## config.mk

```make
export PLATFORM = sky130hd
export DESIGN_NAME = ubt_serial_port
export DESIGN_NICKNAME = d
export VERILOG_FILES = /design/src/hw/ubt_pkg.sv /design/src/hw/ubt_baud_if.sv /design/src/hw/ubt_baud_gen.sv /design/src/hw/ubt_serial_port.sv
export SDC_FILE = /design/constraint.sdc
export NUM_CORES = 1
export LEC_CHECK = 0
export BUFFER_PORTS_ARGS = -buffer_cell sky130_fd_sc_hd__buf_2
export CAP_MARGIN = 30
export CORE_UTILIZATION = 55
export CTS_CLUSTER_DIAMETER = 60
export DETAILED_ROUTE_END_ITERATION = 8
export PLACE_DENSITY_LB_ADDON = 0.1
export SKIP_CTS_REPAIR_TIMING = 1
export SLEW_MARGIN = 20
export SYNTH_ARGS = -nofsm -noshare
export SYNTH_HDL_FRONTEND = slang
export SYNTH_SLANG_ARGS = --single-unit
export TNS_END_PERCENT = 1
```

## constraint.sdc

```tcl
create_clock -name CLK -period 4.3 [get_ports CLK]
set_clock_uncertainty 0.05 [all_clocks]
set_input_delay 0.215 -clock CLK [delete_from_list [all_inputs] [get_ports CLK]]
set_output_delay 0.215 -clock CLK [all_outputs]
set_load 0.02 [all_outputs]
```

## src/hw/ubt_pkg.sv

```systemverilog
// constants shared by the serial data buffer and baud timing logic
package ubt_pkg;
    localparam logic [7:0] ADDR_DATA_BUF   = 8'h99;
    localparam logic [7:0] DATA_BUF_RESET  = 8'h00;
    localparam logic [1:0] PRE_SYS_DIV12   = 2'h0;
    localparam logic [1:0] PRE_SYS_DIV4    = 2'h1;
    localparam logic [1:0] PRE_SYS_DIV48   = 2'h2;
    localparam logic [1:0] PRE_EXT_DIV8    = 2'h3;
    localparam logic [5:0] DIV_BY_12       = 6'h0c;
    localparam logic [5:0] DIV_BY_4        = 6'h04;
    localparam logic [5:0] DIV_BY_48       = 6'h30;
    localparam logic [5:0] DIV_BY_8        = 6'h08;
    localparam logic [7:0] TIMER_TOP       = 8'hff;
    localparam logic [8:0] TIMER_SPAN      = 9'h100;
    localparam logic [2:0] LAST_DATA_BIT   = 3'h7;
    localparam logic       LINE_IDLE       = 1'b1;
    typedef enum logic [1:0] {TX_IDLE, TX_WAIT, TX_START, TX_DATA_OR_STOP} ubt_txst_e;
    typedef enum logic [2:0] {RX_IDLE, RX_START, RX_DATA, RX_STOP} ubt_rxst_e;
endpackage : ubt_pkg

```

## src/hw/ubt_baud_if.sv

```systemverilog
// timing enables from the baud generator to the serial engines
`timescale 1ns/1ps
`default_nettype none
interface ubt_baud_if;
    logic timer_tick;
    logic bit_tick;
    modport gen (output timer_tick, output bit_tick);
    modport use_side (input timer_tick, input bit_tick);
endinterface : ubt_baud_if
`default_nettype wire

```

## src/hw/ubt_baud_gen.sv

```systemverilog
// prescaler and 8-bit auto-reload baud timer
`timescale 1ns/1ps
`default_nettype none
module ubt_baud_gen (
    // clock and reset
    input  wire logic       clk,
    input  wire logic       rst_n,
    // configuration
    input  wire logic [1:0] prescale_sel,
    input  wire logic       direct_clk_sel,
    input  wire logic [7:0] reload,
    input  wire logic       ext_clk,
    // enables out
    ubt_baud_if.gen         baud
);
    logic [5:0] pre_r, pre_nxt, div_sel;
    logic [7:0] tcnt_r, tcnt_nxt;
    logic       half_r, half_nxt, ext_q_r, ext_rise, pre_step, tick, ovf;

    assign ext_rise = ext_clk & ~ext_q_r;

    always_comb begin
        case (prescale_sel) // see (RULE_06)
            ubt_pkg::PRE_SYS_DIV12: div_sel = ubt_pkg::DIV_BY_12;
            ubt_pkg::PRE_SYS_DIV4:  div_sel = ubt_pkg::DIV_BY_4;
            ubt_pkg::PRE_SYS_DIV48: div_sel = ubt_pkg::DIV_BY_48;
            default:                div_sel = ubt_pkg::DIV_BY_8;
        endcase
        // external input counts its own rising edges, not system cycles
        pre_step = (prescale_sel == ubt_pkg::PRE_EXT_DIV8) ? ext_rise : 1'b1;
        pre_nxt  = pre_r;
        tick     = 1'b0;
        if (pre_step) begin
            if (pre_r >= div_sel - 6'h01) begin
                pre_nxt = 6'h00;
                tick    = 1'b1;
            end else begin
                pre_nxt = pre_r + 6'h01;
            end
        end
        if (direct_clk_sel) begin
            tick = 1'b1; // see (RULE_07)
        end
        ovf      = tick && (tcnt_r == ubt_pkg::TIMER_TOP);
        tcnt_nxt = tcnt_r;
        if (tick) begin
            tcnt_nxt = ovf ? reload : tcnt_r + 8'h01; // see (RULE_11)
        end
        half_nxt = ovf ? ~half_r : half_r; // overflow halved, see (RULE_11)
    end

    always_ff @(posedge clk) begin
        if (!rst_n) begin
            pre_r   <= 6'h00;
            tcnt_r  <= 8'h00;
            half_r  <= 1'b0;
            ext_q_r <= 1'b0;
        end else begin
            pre_r   <= pre_nxt;
            tcnt_r  <= tcnt_nxt;
            half_r  <= half_nxt;
            ext_q_r <= ext_clk;
        end
    end

    assign baud.timer_tick = tick;
    assign baud.bit_tick   = ovf & half_r;

    AST_DIRECT_EVERY_CYCLE: assert property (@(posedge clk) disable iff (!rst_n) // see (RULE_07)
        direct_clk_sel |-> baud.timer_tick)
        else $error("direct clock select did not tick every cycle");
    AST_DIV4_SPACING: assert property (@(posedge clk) disable iff (!rst_n) // see (RULE_06)
        (baud.timer_tick && !direct_clk_sel && prescale_sel == ubt_pkg::PRE_SYS_DIV4
         && $stable(prescale_sel))
        ##1 (!direct_clk_sel && prescale_sel == ubt_pkg::PRE_SYS_DIV4)[*4]
        |-> $past(!baud.timer_tick, 1) && $past(!baud.timer_tick, 3) && baud.timer_tick)
        else $error("divide-by-4 prescale spacing wrong");
endmodule : ubt_baud_gen
`default_nettype wire

```

## src/hw/ubt_serial_port.sv

```systemverilog
// serial data buffer with transmit and receive engines
// Summary of operation
// (RULE_01) one buffer address writes the transmit shifter and reads the receive latch.
// (RULE_02) a written byte is loaded into the transmit shifter and held until sent.
// (RULE_03) any write to the buffer starts a new frame with no other command.
// (RULE_04) a read of the buffer returns the receive latch, never outgoing data.
// (RULE_05) the buffer is 8 bits, msb bit 7, and resets to zero.
// (RULE_06) with direct select low, prescale 00/01/10/11 gives clk/12, clk/4, clk/48, ext/8.
// (RULE_07) with direct select high the timer runs on the system clock, prescale ignored.
// (RULE_08) software wanting 115200 bps at 24.5 MHz uses direct clock and reload 0x96.
// (RULE_09) software wanting 9600 bps at 22.1184 MHz uses clock/12 and reload 0xA0.
// (RULE_10) software wanting 57600 bps at 25 MHz uses direct clock and reload 0x27.
// (RULE_11) baud rate is timer clock over (256 minus reload), halved.
// (RULE_12) a frame is start bit, eight data bits lsb first, stop bit: ten bit times.
// (RULE_13) the transmit-done flag sets at the start of the stop bit and stays until cleared.
// (RULE_14) after a stop bit the latch loads only with the done flag clear and, if checking, stop high.
// (RULE_15) the receive latch keeps its byte between valid receptions.
`timescale 1ns/1ps
`default_nettype none
module ubt_serial_port (
    // clock and reset
    input  wire logic       CLK,
    input  wire logic       RST_N,
    // special function register port
    input  wire logic [7:0] SFR_ADDR,
    input  wire logic       SFR_WR,
    input  wire logic       SFR_RD,
    input  wire logic [7:0] SFR_WDATA,
    output logic      [7:0] SFR_RDATA,
    // timer configuration
    input  wire logic [1:0] TIMER_PRESCALE_SELECT,
    input  wire logic       TIMER_DIRECT_CLOCK_SELECT,
    input  wire logic [7:0] TIMER_RELOAD_HIGH_BYTE,
    input  wire logic       EXTERNAL_CLOCK_INPUT,
    // frame control and flags
    input  wire logic       RECEIVE_ENABLE,
    input  wire logic       STOP_OR_NINTH_BIT_CHECK_ENABLE,
    input  wire logic       TRANSMIT_DONE_CLEAR,
    input  wire logic       RECEIVE_DONE_CLEAR,
    output logic            TRANSMIT_DONE_FLAG,
    output logic            RECEIVE_DONE_FLAG,
    // serial pins
    output logic            TXD,
    input  wire logic       RXD
);
    ubt_baud_if baud ();

    ubt_baud_gen u_baud (
        .clk            (CLK),
        .rst_n          (RST_N),
        .prescale_sel   (TIMER_PRESCALE_SELECT),
        .direct_clk_sel (TIMER_DIRECT_CLOCK_SELECT),
        .reload         (TIMER_RELOAD_HIGH_BYTE),
        .ext_clk        (EXTERNAL_CLOCK_INPUT),
        .baud           (baud.gen)
    );

    logic buf_sel, buf_wr, buf_rd;
    assign buf_sel = (SFR_ADDR == ubt_pkg::ADDR_DATA_BUF);
    assign buf_wr  = SFR_WR && buf_sel; // see (RULE_01)
    assign buf_rd  = SFR_RD && buf_sel; // see (RULE_01)

    // transmit engine
    ubt_pkg::ubt_txst_e tx_st_r, tx_st_nxt;
    logic [7:0] tx_sh_r, tx_sh_nxt;
    logic [3:0] tx_bit_r, tx_bit_nxt;
    logic       txd_nxt, ti_nxt;

    always_comb begin
        tx_st_nxt  = tx_st_r;
        tx_sh_nxt  = tx_sh_r;
        tx_bit_nxt = tx_bit_r;
        txd_nxt    = TXD;
        ti_nxt     = TRANSMIT_DONE_FLAG & ~TRANSMIT_DONE_CLEAR;
        if (buf_wr) begin
            // a write mid-frame abandons the old byte and restarts
            tx_sh_nxt = SFR_WDATA; // see (RULE_02)
            tx_st_nxt = ubt_pkg::TX_WAIT; // see (RULE_03)
            txd_nxt   = ubt_pkg::LINE_IDLE;
        end else if (baud.bit_tick) begin
            case (tx_st_r)
                ubt_pkg::TX_WAIT: begin
                    txd_nxt    = 1'b0; // see (RULE_12)
                    tx_bit_nxt = 4'h0;
                    tx_st_nxt  = ubt_pkg::TX_START;
                end
                ubt_pkg::TX_START, ubt_pkg::TX_DATA_OR_STOP: begin
                    if (tx_bit_r < 4'h8) begin
                        txd_nxt    = tx_sh_r[tx_bit_r[2:0]]; // lsb first, see (RULE_12)
                        tx_bit_nxt = tx_bit_r + 4'h1;
                        tx_st_nxt  = ubt_pkg::TX_DATA_OR_STOP;
                    end else if (tx_bit_r == 4'h8) begin
                        txd_nxt    = ubt_pkg::LINE_IDLE;
                        tx_bit_nxt = 4'h9;
                        ti_nxt     = 1'b1; // set wins over clear, see (RULE_13)
                    end else begin
                        tx_st_nxt = ubt_pkg::TX_IDLE;
                    end
                end
                default: tx_st_nxt = ubt_pkg::TX_IDLE;
            endcase
        end
    end

    always_ff @(posedge CLK) begin
        if (!RST_N) begin
            tx_st_r            <= ubt_pkg::TX_IDLE;
            tx_sh_r            <= ubt_pkg::DATA_BUF_RESET; // see (RULE_05)
            tx_bit_r           <= 4'h0;
            TXD                <= ubt_pkg::LINE_IDLE;
            TRANSMIT_DONE_FLAG <= 1'b0;
        end else begin
            tx_st_r            <= tx_st_nxt;
            tx_sh_r            <= tx_sh_nxt;
            tx_bit_r           <= tx_bit_nxt;
            TXD                <= txd_nxt;
            TRANSMIT_DONE_FLAG <= ti_nxt;
        end
    end

    // receive engine: own half-bit count, aligned to the start edge
    ubt_pkg::ubt_rxst_e rx_st_r, rx_st_nxt;
    logic [7:0] rx_sh_r, rx_sh_nxt, rx_lat_r, rx_lat_nxt;
    logic [9:0] rx_cnt_r, rx_cnt_nxt, half_len, rx_goal;
    logic [2:0] rx_bit_r, rx_bit_nxt;
    logic       ri_nxt, rx_load;

    assign half_len = {1'b0, ubt_pkg::TIMER_SPAN - {1'b0, TIMER_RELOAD_HIGH_BYTE}};

    always_comb begin
        rx_st_nxt  = rx_st_r;
        rx_sh_nxt  = rx_sh_r;
        rx_bit_nxt = rx_bit_r;
        rx_cnt_nxt = rx_cnt_r;
        rx_load    = 1'b0;
        rx_goal    = (rx_st_r == ubt_pkg::RX_START) ? half_len : {half_len[8:0], 1'b0};
        if (rx_st_r != ubt_pkg::RX_IDLE && baud.timer_tick) begin
            rx_cnt_nxt = rx_cnt_r + 10'h001;
        end
        case (rx_st_r)
            ubt_pkg::RX_IDLE: begin
                rx_cnt_nxt = 10'h000;
                if (RECEIVE_ENABLE && !RXD) begin
                    rx_st_nxt = ubt_pkg::RX_START;
                end
            end
            default: begin
                if (baud.timer_tick && rx_cnt_nxt >= rx_goal) begin
                    rx_cnt_nxt = 10'h000;
                    if (rx_st_r == ubt_pkg::RX_START) begin
                        // a glitch shorter than half a bit is dropped
                        rx_st_nxt  = RXD ? ubt_pkg::RX_IDLE : ubt_pkg::RX_DATA;
                        rx_bit_nxt = 3'h0;
                    end else if (rx_st_r == ubt_pkg::RX_DATA) begin
                        rx_sh_nxt  = {RXD, rx_sh_r[7:1]}; // see (RULE_12)
                        rx_bit_nxt = rx_bit_r + 3'h1;
                        if (rx_bit_r == ubt_pkg::LAST_DATA_BIT) begin
                            rx_st_nxt = ubt_pkg::RX_STOP;
                        end
                    end else begin
                        rx_load   = !RECEIVE_DONE_FLAG &&
                                    (!STOP_OR_NINTH_BIT_CHECK_ENABLE || RXD); // see (RULE_14)
                        rx_st_nxt = ubt_pkg::RX_IDLE;
                    end
                end
            end
        endcase
        rx_lat_nxt = rx_load ? rx_sh_r : rx_lat_r; // see (RULE_15)
        ri_nxt     = rx_load | (RECEIVE_DONE_FLAG & ~RECEIVE_DONE_CLEAR);
    end

    always_ff @(posedge CLK) begin
        if (!RST_N) begin
            rx_st_r           <= ubt_pkg::RX_IDLE;
            rx_sh_r           <= 8'h00;
            rx_lat_r          <= ubt_pkg::DATA_BUF_RESET; // see (RULE_05)
            rx_cnt_r          <= 10'h000;
            rx_bit_r          <= 3'h0;
            RECEIVE_DONE_FLAG <= 1'b0;
            SFR_RDATA         <= 8'h00;
        end else begin
            rx_st_r           <= rx_st_nxt;
            rx_sh_r           <= rx_sh_nxt;
            rx_lat_r          <= rx_lat_nxt;
            rx_cnt_r          <= rx_cnt_nxt;
            rx_bit_r          <= rx_bit_nxt;
            RECEIVE_DONE_FLAG <= ri_nxt;
            SFR_RDATA         <= buf_rd ? rx_lat_r : 8'h00; // see (RULE_04)
        end
    end

    AST_WRITE_LOADS_SHIFTER: assert property (@(posedge CLK) disable iff (!RST_N) // see (RULE_02)
        buf_wr |=> tx_sh_r == $past(SFR_WDATA) && tx_st_r == ubt_pkg::TX_WAIT)
        else $error("write did not load shifter or arm frame");
    AST_READ_GIVES_LATCH: assert property (@(posedge CLK) disable iff (!RST_N) // see (RULE_04)
        buf_rd |=> SFR_RDATA == $past(rx_lat_r))
        else $error("buffer read did not return receive latch");
    AST_START_FOLLOWS_TICK: assert property (@(posedge CLK) disable iff (!RST_N) // see (RULE_03)
        (tx_st_r == ubt_pkg::TX_WAIT && baud.bit_tick && !buf_wr) |=> !TXD)
        else $error("frame did not start with a low start bit");
    AST_TX_DONE_AT_STOP: assert property (@(posedge CLK) disable iff (!RST_N) // see (RULE_13)
        ($rose(tx_bit_r == 4'h9) && !buf_wr) |-> TRANSMIT_DONE_FLAG && TXD)
        else $error("transmit done not set at stop bit");
    AST_TX_DONE_STICKY: assert property (@(posedge CLK) disable iff (!RST_N) // see (RULE_13)
        (TRANSMIT_DONE_FLAG && !TRANSMIT_DONE_CLEAR) |=> TRANSMIT_DONE_FLAG)
        else $error("transmit done dropped without clear");
    AST_NO_LOAD_WHEN_FULL: assert property (@(posedge CLK) disable iff (!RST_N) // see (RULE_14)
        RECEIVE_DONE_FLAG |=> $stable(rx_lat_r))
        else $error("latch overwritten while receive done set");
    AST_CHECKED_STOP: assert property (@(posedge CLK) disable iff (!RST_N) // see (RULE_14)
        (rx_load && STOP_OR_NINTH_BIT_CHECK_ENABLE) |-> RXD ##1 RECEIVE_DONE_FLAG)
        else $error("load with bad stop bit under check");
    AST_LATCH_HOLDS: assert property (@(posedge CLK) disable iff (!RST_N) // see (RULE_15)
        !rx_load |=> $stable(rx_lat_r))
        else $error("receive latch changed without reception");
    AST_WRITE_NOT_READ_BACK: assert property (@(posedge CLK) disable iff (!RST_N) // see (RULE_01)
        (buf_wr && !rx_load) |=> rx_lat_r == $past(rx_lat_r))
        else $error("write leaked into receive latch");
endmodule : ubt_serial_port
`default_nettype wire

```

======== Yosys cells after proc, flatten, opt, wreduce, memory -nomap -nowiden ========
Index checks and enable logic that the tools add are counted.
operators by class
  mux-type cells .......................... 40
  reduce and logical (&&, ||, !) cells .... 29
  magnitude comparators ................... 4
  bitwise operators ....................... 13
  eq/ne operators ......................... 17
  add/sub/neg operators ................... 7
operators with widths
  cell                                              number
  2-to-1 mux 3 bit                                  8
  2-to-1 mux 10 bit                                 2
  2-to-1 mux 1 bit                                  18
  one-hot mux 6 bit (3 select lines)                1
  == test 8 bit (second input constant)             2
  adder 10 x 1 -> 10 bit (second input constant)    1
  >= comparator 10 bit                              1
  AND reduction 3 bit                               3
  subtractor 9 x 8 -> 9 bit (first input constant)  1
  adder 8 x 1 -> 8 bit (second input constant)      1
  == test 2 bit (second input constant)             4
  2-to-1 mux 4 bit                                  2
  2-to-1 mux 8 bit                                  1
  NOT 1 bit                                         8
  one-hot mux 4 bit (2 select lines)                1
  AND reduction 4 bit                               2
  nonzero test 2 bit                                4
  logical AND 1 bit                                 7
  adder 6 x 1 -> 6 bit (second input constant)      1
  >= comparator 6 bit                               1
  2-to-1 mux 2 bit                                  3
  2-to-1 mux 6 bit                                  1
  != test 3 bit (second input constant)             2
  AND reduction 2 bit                               3
  25 further kinds                                  32
word-level totals
  bits in registers ....................... 73
  output and inout port bits .............. 11
  input bits .............................. 37

======== Logic depth before layout (Yosys ltp) ========
  depth in word-level cells ............... 14
  depth in mapped cells ................... 17

======== Hierarchy ========
Synthesis repeated with hierarchy kept, for this count alone.
unflattened totals
  cells, all modules ...................... 424
  area total of the unflattened synthesis .. 3983.8 um^2
modules (own cells, without submodules)
  module           cells each  times used  area an instance (um^2)
  ubt_serial_port  314         1           2982.9
  ubt_baud_gen     110         1           1001.0

======== Least setup slack after synthesis ========
OpenSTA, ideal clock, no wires.
  path kind ............................... input to register
  from .................................... in TIMER_PRESCALE_SELECT[0]
  to ...................................... reg RECEIVE_DONE_FLAG
  slack ................................... 0.985 ns
  stages on the path ...................... 16
  data arrival time ....................... 3.150 ns
  path buffers ............................ 1
  required time ........................... 4.135 ns
  setup time .............................. 0.115 ns
  cells stage by stage .................... nand2b_1 > ha_1 > nand3_1 > o22ai_1 > o21ai_4 > a211oi_2 > and3_1 > xor2_1 > ha_1 > a211oi_1 > nor2_1 > nor4_2 > nand2b_1 > nor3_1 > buf_4 > o21a_1
on the way
  cells in the longest elaborated chain, start to end .. 14
  elaborated cells on any way between the ends .. 18
  those cells by class .................... 1 x add/sub; 2 x order compare; 3 x eq/ne; 8 x mux; 1 x bitwise; 3 x reduce/logical
RTL lines
  what                                         RTL line                source
  start, declared                              ubt_serial_port.sv:31   input wire logic [1:0] TIMER_PRESCALE_SELECT,
  == test 2 bit, or another cell as far along  ubt_baud_gen.sv:23      case (prescale_sel)
  one-hot mux 6 bit (3 select lines)           ubt_baud_gen.sv:23
  subtractor 6 x 1 -> 6 bit                    ubt_baud_gen.sv:34      if (pre_r >= div_sel - 6'h01) begin
  >= comparator 6 bit                          ubt_baud_gen.sv:34
  2-to-1 mux 1 bit                             ubt_baud_gen.sv:34
  2-to-1 mux 1 bit *                           ubt_baud_gen.sv:33      if (pre_step) begin
  2-to-1 mux 1 bit *                           ubt_baud_gen.sv:41      if (direct_clk_sel) begin
  logical AND 1 bit                            ubt_serial_port.sv:137  if (rx_st_r != ubt_pkg::RX_IDLE && baud.timer_tick) begin
  2-to-1 mux 10 bit                            ubt_serial_port.sv:137
  >= comparator 10 bit                         ubt_serial_port.sv:148  if (baud.timer_tick && rx_cnt_nxt >= rx_goal) begin
  logical AND 1 bit *                          ubt_serial_port.sv:148
  2-to-1 mux 1 bit *                           ubt_serial_port.sv:148
  2-to-1 mux 1 bit *                           ubt_serial_port.sv:140  case (rx_st_r)
  OR 1 bit *                                   ubt_serial_port.sv:169  ri_nxt = rx_load | (RECEIVE_DONE_FLAG & ~RECEIVE_DONE_CLEAR);
  end signal, assigned                         ubt_serial_port.sv:187  RECEIVE_DONE_FLAG <= ri_nxt;
  end, declared                                ubt_serial_port.sv:41   output logic RECEIVE_DONE_FLAG,
Mark *: on every way between the ends. The rest lies on a longest branch, timed or not.
A chain may end at the register's enable or synchronous reset.

======== Worst setup path after layout ========
  from .................................... reg u_baud.pre_r[4]
  to ...................................... reg rx_cnt_r[9]
on the way
  cells in the longest elaborated chain, start to end .. 9
RTL lines
  what                          RTL line                source
  start, declared               ubt_baud_gen.sv:16      logic [5:0] pre_r, pre_nxt, div_sel;
  start signal, assigned        ubt_baud_gen.sv:59      pre_r <= pre_nxt;
  >= comparator 6 bit *         ubt_baud_gen.sv:34
  2-to-1 mux 1 bit *            ubt_baud_gen.sv:34
  2-to-1 mux 1 bit *            ubt_baud_gen.sv:33
  2-to-1 mux 1 bit *            ubt_baud_gen.sv:41
  logical AND 1 bit             ubt_serial_port.sv:137
  2-to-1 mux 10 bit             ubt_serial_port.sv:137
  >= comparator 10 bit          ubt_serial_port.sv:148
  logical AND 1 bit             ubt_serial_port.sv:148
  OR reduction 3 bit (no line)  --
  end signal, assigned          ubt_serial_port.sv:185  rx_cnt_r <= rx_cnt_nxt;
  end, declared                 ubt_serial_port.sv:124  logic [9:0] rx_cnt_r, rx_cnt_nxt, half_len, rx_goal;
Marked as above.

==> impl_metrics.json <==
{
  "yosysMostFrequentCell": "dfxtp_1",
  "finalSetupTns_ps": 0,
  "drt_iter0_drc": 117,
  "numPortBuffers": 47,
  "final_cells": 581,
  "drive_above_1_share_pct": 17.5,
  "fmax_mhz": 263,
  "vdd_ir_drop_max_mv": 0.272,
  "via_count": 3173,
  "synth.avg_cell_area_um2": 8.80,
  "ys_ff_latch": 72,
  "numClockSinks": 72,
  "p_sw_share_pct": 25.2,
  "min_period_ps": 3800,
  "maxSlewHeadroom_pct": 58.6,
  "ios": 48,
  "total_power_mw": 1.41,
  "leakagePower_nw": 1.83,
  "synth_cell_type_count": 58,
  "syn_to_final_growth_pct": 13.3,
  "seqPwrFrac_pct": 48.2,
  "dp_hpwl_um": 5660,
  "p_per_area_mw_per_mm2": 321,
  "synthCells": 440,
  "die-area_mm2": 0.00738,
  "end_kind": "register",
  "tightest_slew_ps": 619,
  "worstPathRequired_ps": 4530,
  "synth_ff_type": "dfxtp_1",
  "cts_root_buffer": "clkbuf_8",
  "arrival_ps": 4030,
  "insertedDiodeCount": 0,
  "crit_type": "register to register",
  "power.switching_uw": 355,
  "min_period_over_period_pct": 88.4,
  "synth_xor_xnor_area_share_pct": 3.62,
  "gp_congestion": 0.804,
  "first_global_vias": 2999,
  "async_flop_share_pct": 0,
  "htree_num_levels": 3,
  "status": "completed",
  "grt_setup_unrepaired": "false",
  "dp.cells": 565,
  "synth-seq-area-share_pct": 37.2,
  "rows": 30,
  "crit_path_max_fanout": 10,
  "synth_top_family_by_area": "simple AND/OR/NAND/NOR gates",
  "die_w_um": 85.9,
  "syn_nets": 502,
  "cp-start-kind": "register",
  "syn_area_mm2": 0.00387,
  "synth_simple_gate_area_share_pct": 23.2,
  "hold_viol": 0,
  "cts_buffers": 9,
  "start_util_pct": 57.0,
  "combPwrFrac_pct": 8.7,
  "clockPowerShare_pct": 43.2,
  "grt_usage_pct": 22.8,
  "grt_pass1_wl_um": 13500,
  "core_area_mm2": 0.00679,
  "synthTopCellsByArea": "dfxtp_1 37%, mux2i_1 8.5%, ha_1 8.1%, nand2_1 4.3%, nor2_1 4.3%",
  "synth_top_area_cell": "dfxtp_1",
  "netlist_top_cells_count": "72 x dfxtp_1, 44 x nand2_1, 44 x nor2_1",
  "antenna_found_initial": 0,
  "synth.top_cell.area_share_pct": 37.2,
  "clkTransAtPathRegs_ps": 90,
  "grt_overflow": 0,
  "synth_compound_area_share_pct": 13.4,
  "maxCapViolations": 0,
  "drv_slew": 0,
  "die_y_um": 85.9,
  "synthMuxAreaShare_pct": 9.99,
  "cts_buffer_depth": 2,
  "hold_path.class": "input port to register",
  "synth_edf_count": 0,
  "first_pass_iters": 5,
  "internal_power_mw": 1.05,
  "wirelength_um": 7810,
  "insertion_delay_ps": 360,
  "synth_warnings": 0,
  "nNetsFinal": 542,
  "drc_errors": 0,
  "wl_per_cell_um": 13.4,
  "fillCellCount": 589,
  "via_per_inst": 5.46,
  "synth_fa_ha_area_share_pct": 8.08,
  "grt_start_max_net_pins": 28,
  "setup_violations": 0,
  "tritoncts": "yes",
  "drtAntennaViolNets": 0
}
==> final cells by class <==
| type | instances | area [µm²] | share of cell area, % |
|---|---|---|---|
| clock buffer | 9 | 124 | 2.82 |
| clock inverter | 7 | 103 | 2.34 |
| multi-input combinational | 327 | 2260 | 51.6 |
| sequential | 72 | 1440 | 32.9 |
| inverter | 19 | 71.3 | 1.63 |
| timing repair buffer | 51 | 265 | 6.05 |
| tap | 96 | 120 | 2.74 |
==> logic make-up (layout without fill, tap and decap cells) <==
| group | after synthesis | in the layout |
|---|---|---|
| compound gates | 75 | 75 |
| xor+xnor | 16 | 16 |
| fa+ha+maj | 25 | 25 |
| buf+inv | 41 | 86 |
| flops | 72 | 72 |
| mux | 36 | 36 |
| other cells | 1 | 1 |
| simple gates | 174 | 174 |
==> worst max-delay path, stage by stage, from the launching register on <==
cell and delay, ps:
dfxtp_1 340, ha_1 310, nand3_1 80, o22ai_1 240, o21ai_4 150, a211oi_2 360, and3_1 220, xor2_1 220
ha_1 280, a211oi_1 230, nor2_1 80, nor4_2 370, nor2_1 120, or3_1 500, nor2b_1 180
==> worst paths after layout <==
kind | start | end | slack [ps] | cells past startpoint
worst max register to register | u_baud.pre_r[4] | rx_cnt_r[9] | 500 | 14
worst min-delay path | SFR_WDATA[4] | tx_sh_r[4] | 50 | 3
worst min register to register | rx_lat_r[2] | rx_lat_r[2] | 410 | 2
worst max-delay path | u_baud.pre_r[4] | rx_cnt_r[9] | 500 | 14
==> layout by cell type, fill, tap and decap left out, drive strengths merged, types with 10 or more instances in the layout <==
cell type / netlist / layout
a21oi: 32 / 32
dfxtp: 72 / 72
nor2b: 10 / 10
nand3: 11 / 11
inv: 19 / 21
ha: 25 / 25
nor2: 44 / 44
and2: 11 / 11
nand2: 45 / 45
buf: 7 / 51
mux2i: 33 / 33
o21ai: 14 / 14
==> through the flow <==
stage / hold WS, ps / cell area (µm²) / utilization (%) / setup slack [ps]
after global routing: 44.1 / 4390 / 64.5 / 246
after CTS: 33.7 / 4390 / 64.5 / 539
after global placement: 386 / 4160 / 61.2 / 535
after floorplan: 306 / 3870 / - / 985
final: 45.1 / 4390 / 64.5 / 497
after detailed placement: 392 / 4160 / 61.2 / 451
==> sequential cells by signal, indices dropped and copies added (netlist names), named ones only <==
signal,count
TRANSMIT_DONE_FLAG,1
RECEIVE_DONE_FLAG,1
SFR_RDATA,8
u_baud.tcnt_r,8
tx_bit_r,4
rx_sh_r,8
rx_bit_r,3
u_baud.half_r,1
rx_lat_r,8
TXD,1
u_baud.pre_r,6
rx_st_r,1
tx_sh_r,8
tx_st_r,2
rx_cnt_r,10
u_baud.ext_q_r,1
==> metal layers <==
layer	global-route usage [%]	vias up	share of wire, %
li1	-	1622	-
met2	38.2	52	48
met5	0	-	0
met1	28.9	1484	47
met3	5.29	15	3.6
met4	7.12	0	1.8
==> power by group through the flow <==
stage                     combinational, mW  sequential [mW]  clock [mW]
after floorplan                      0.0828            0.693           0
after CTS                             0.122            0.679       0.622
after global placement                0.118            0.694           0
after global routing                  0.138            0.680       0.650
final                                 0.122            0.679       0.608
after detailed placement              0.122            0.695           0
Note: power is estimated with default switching activity, not from simulation.
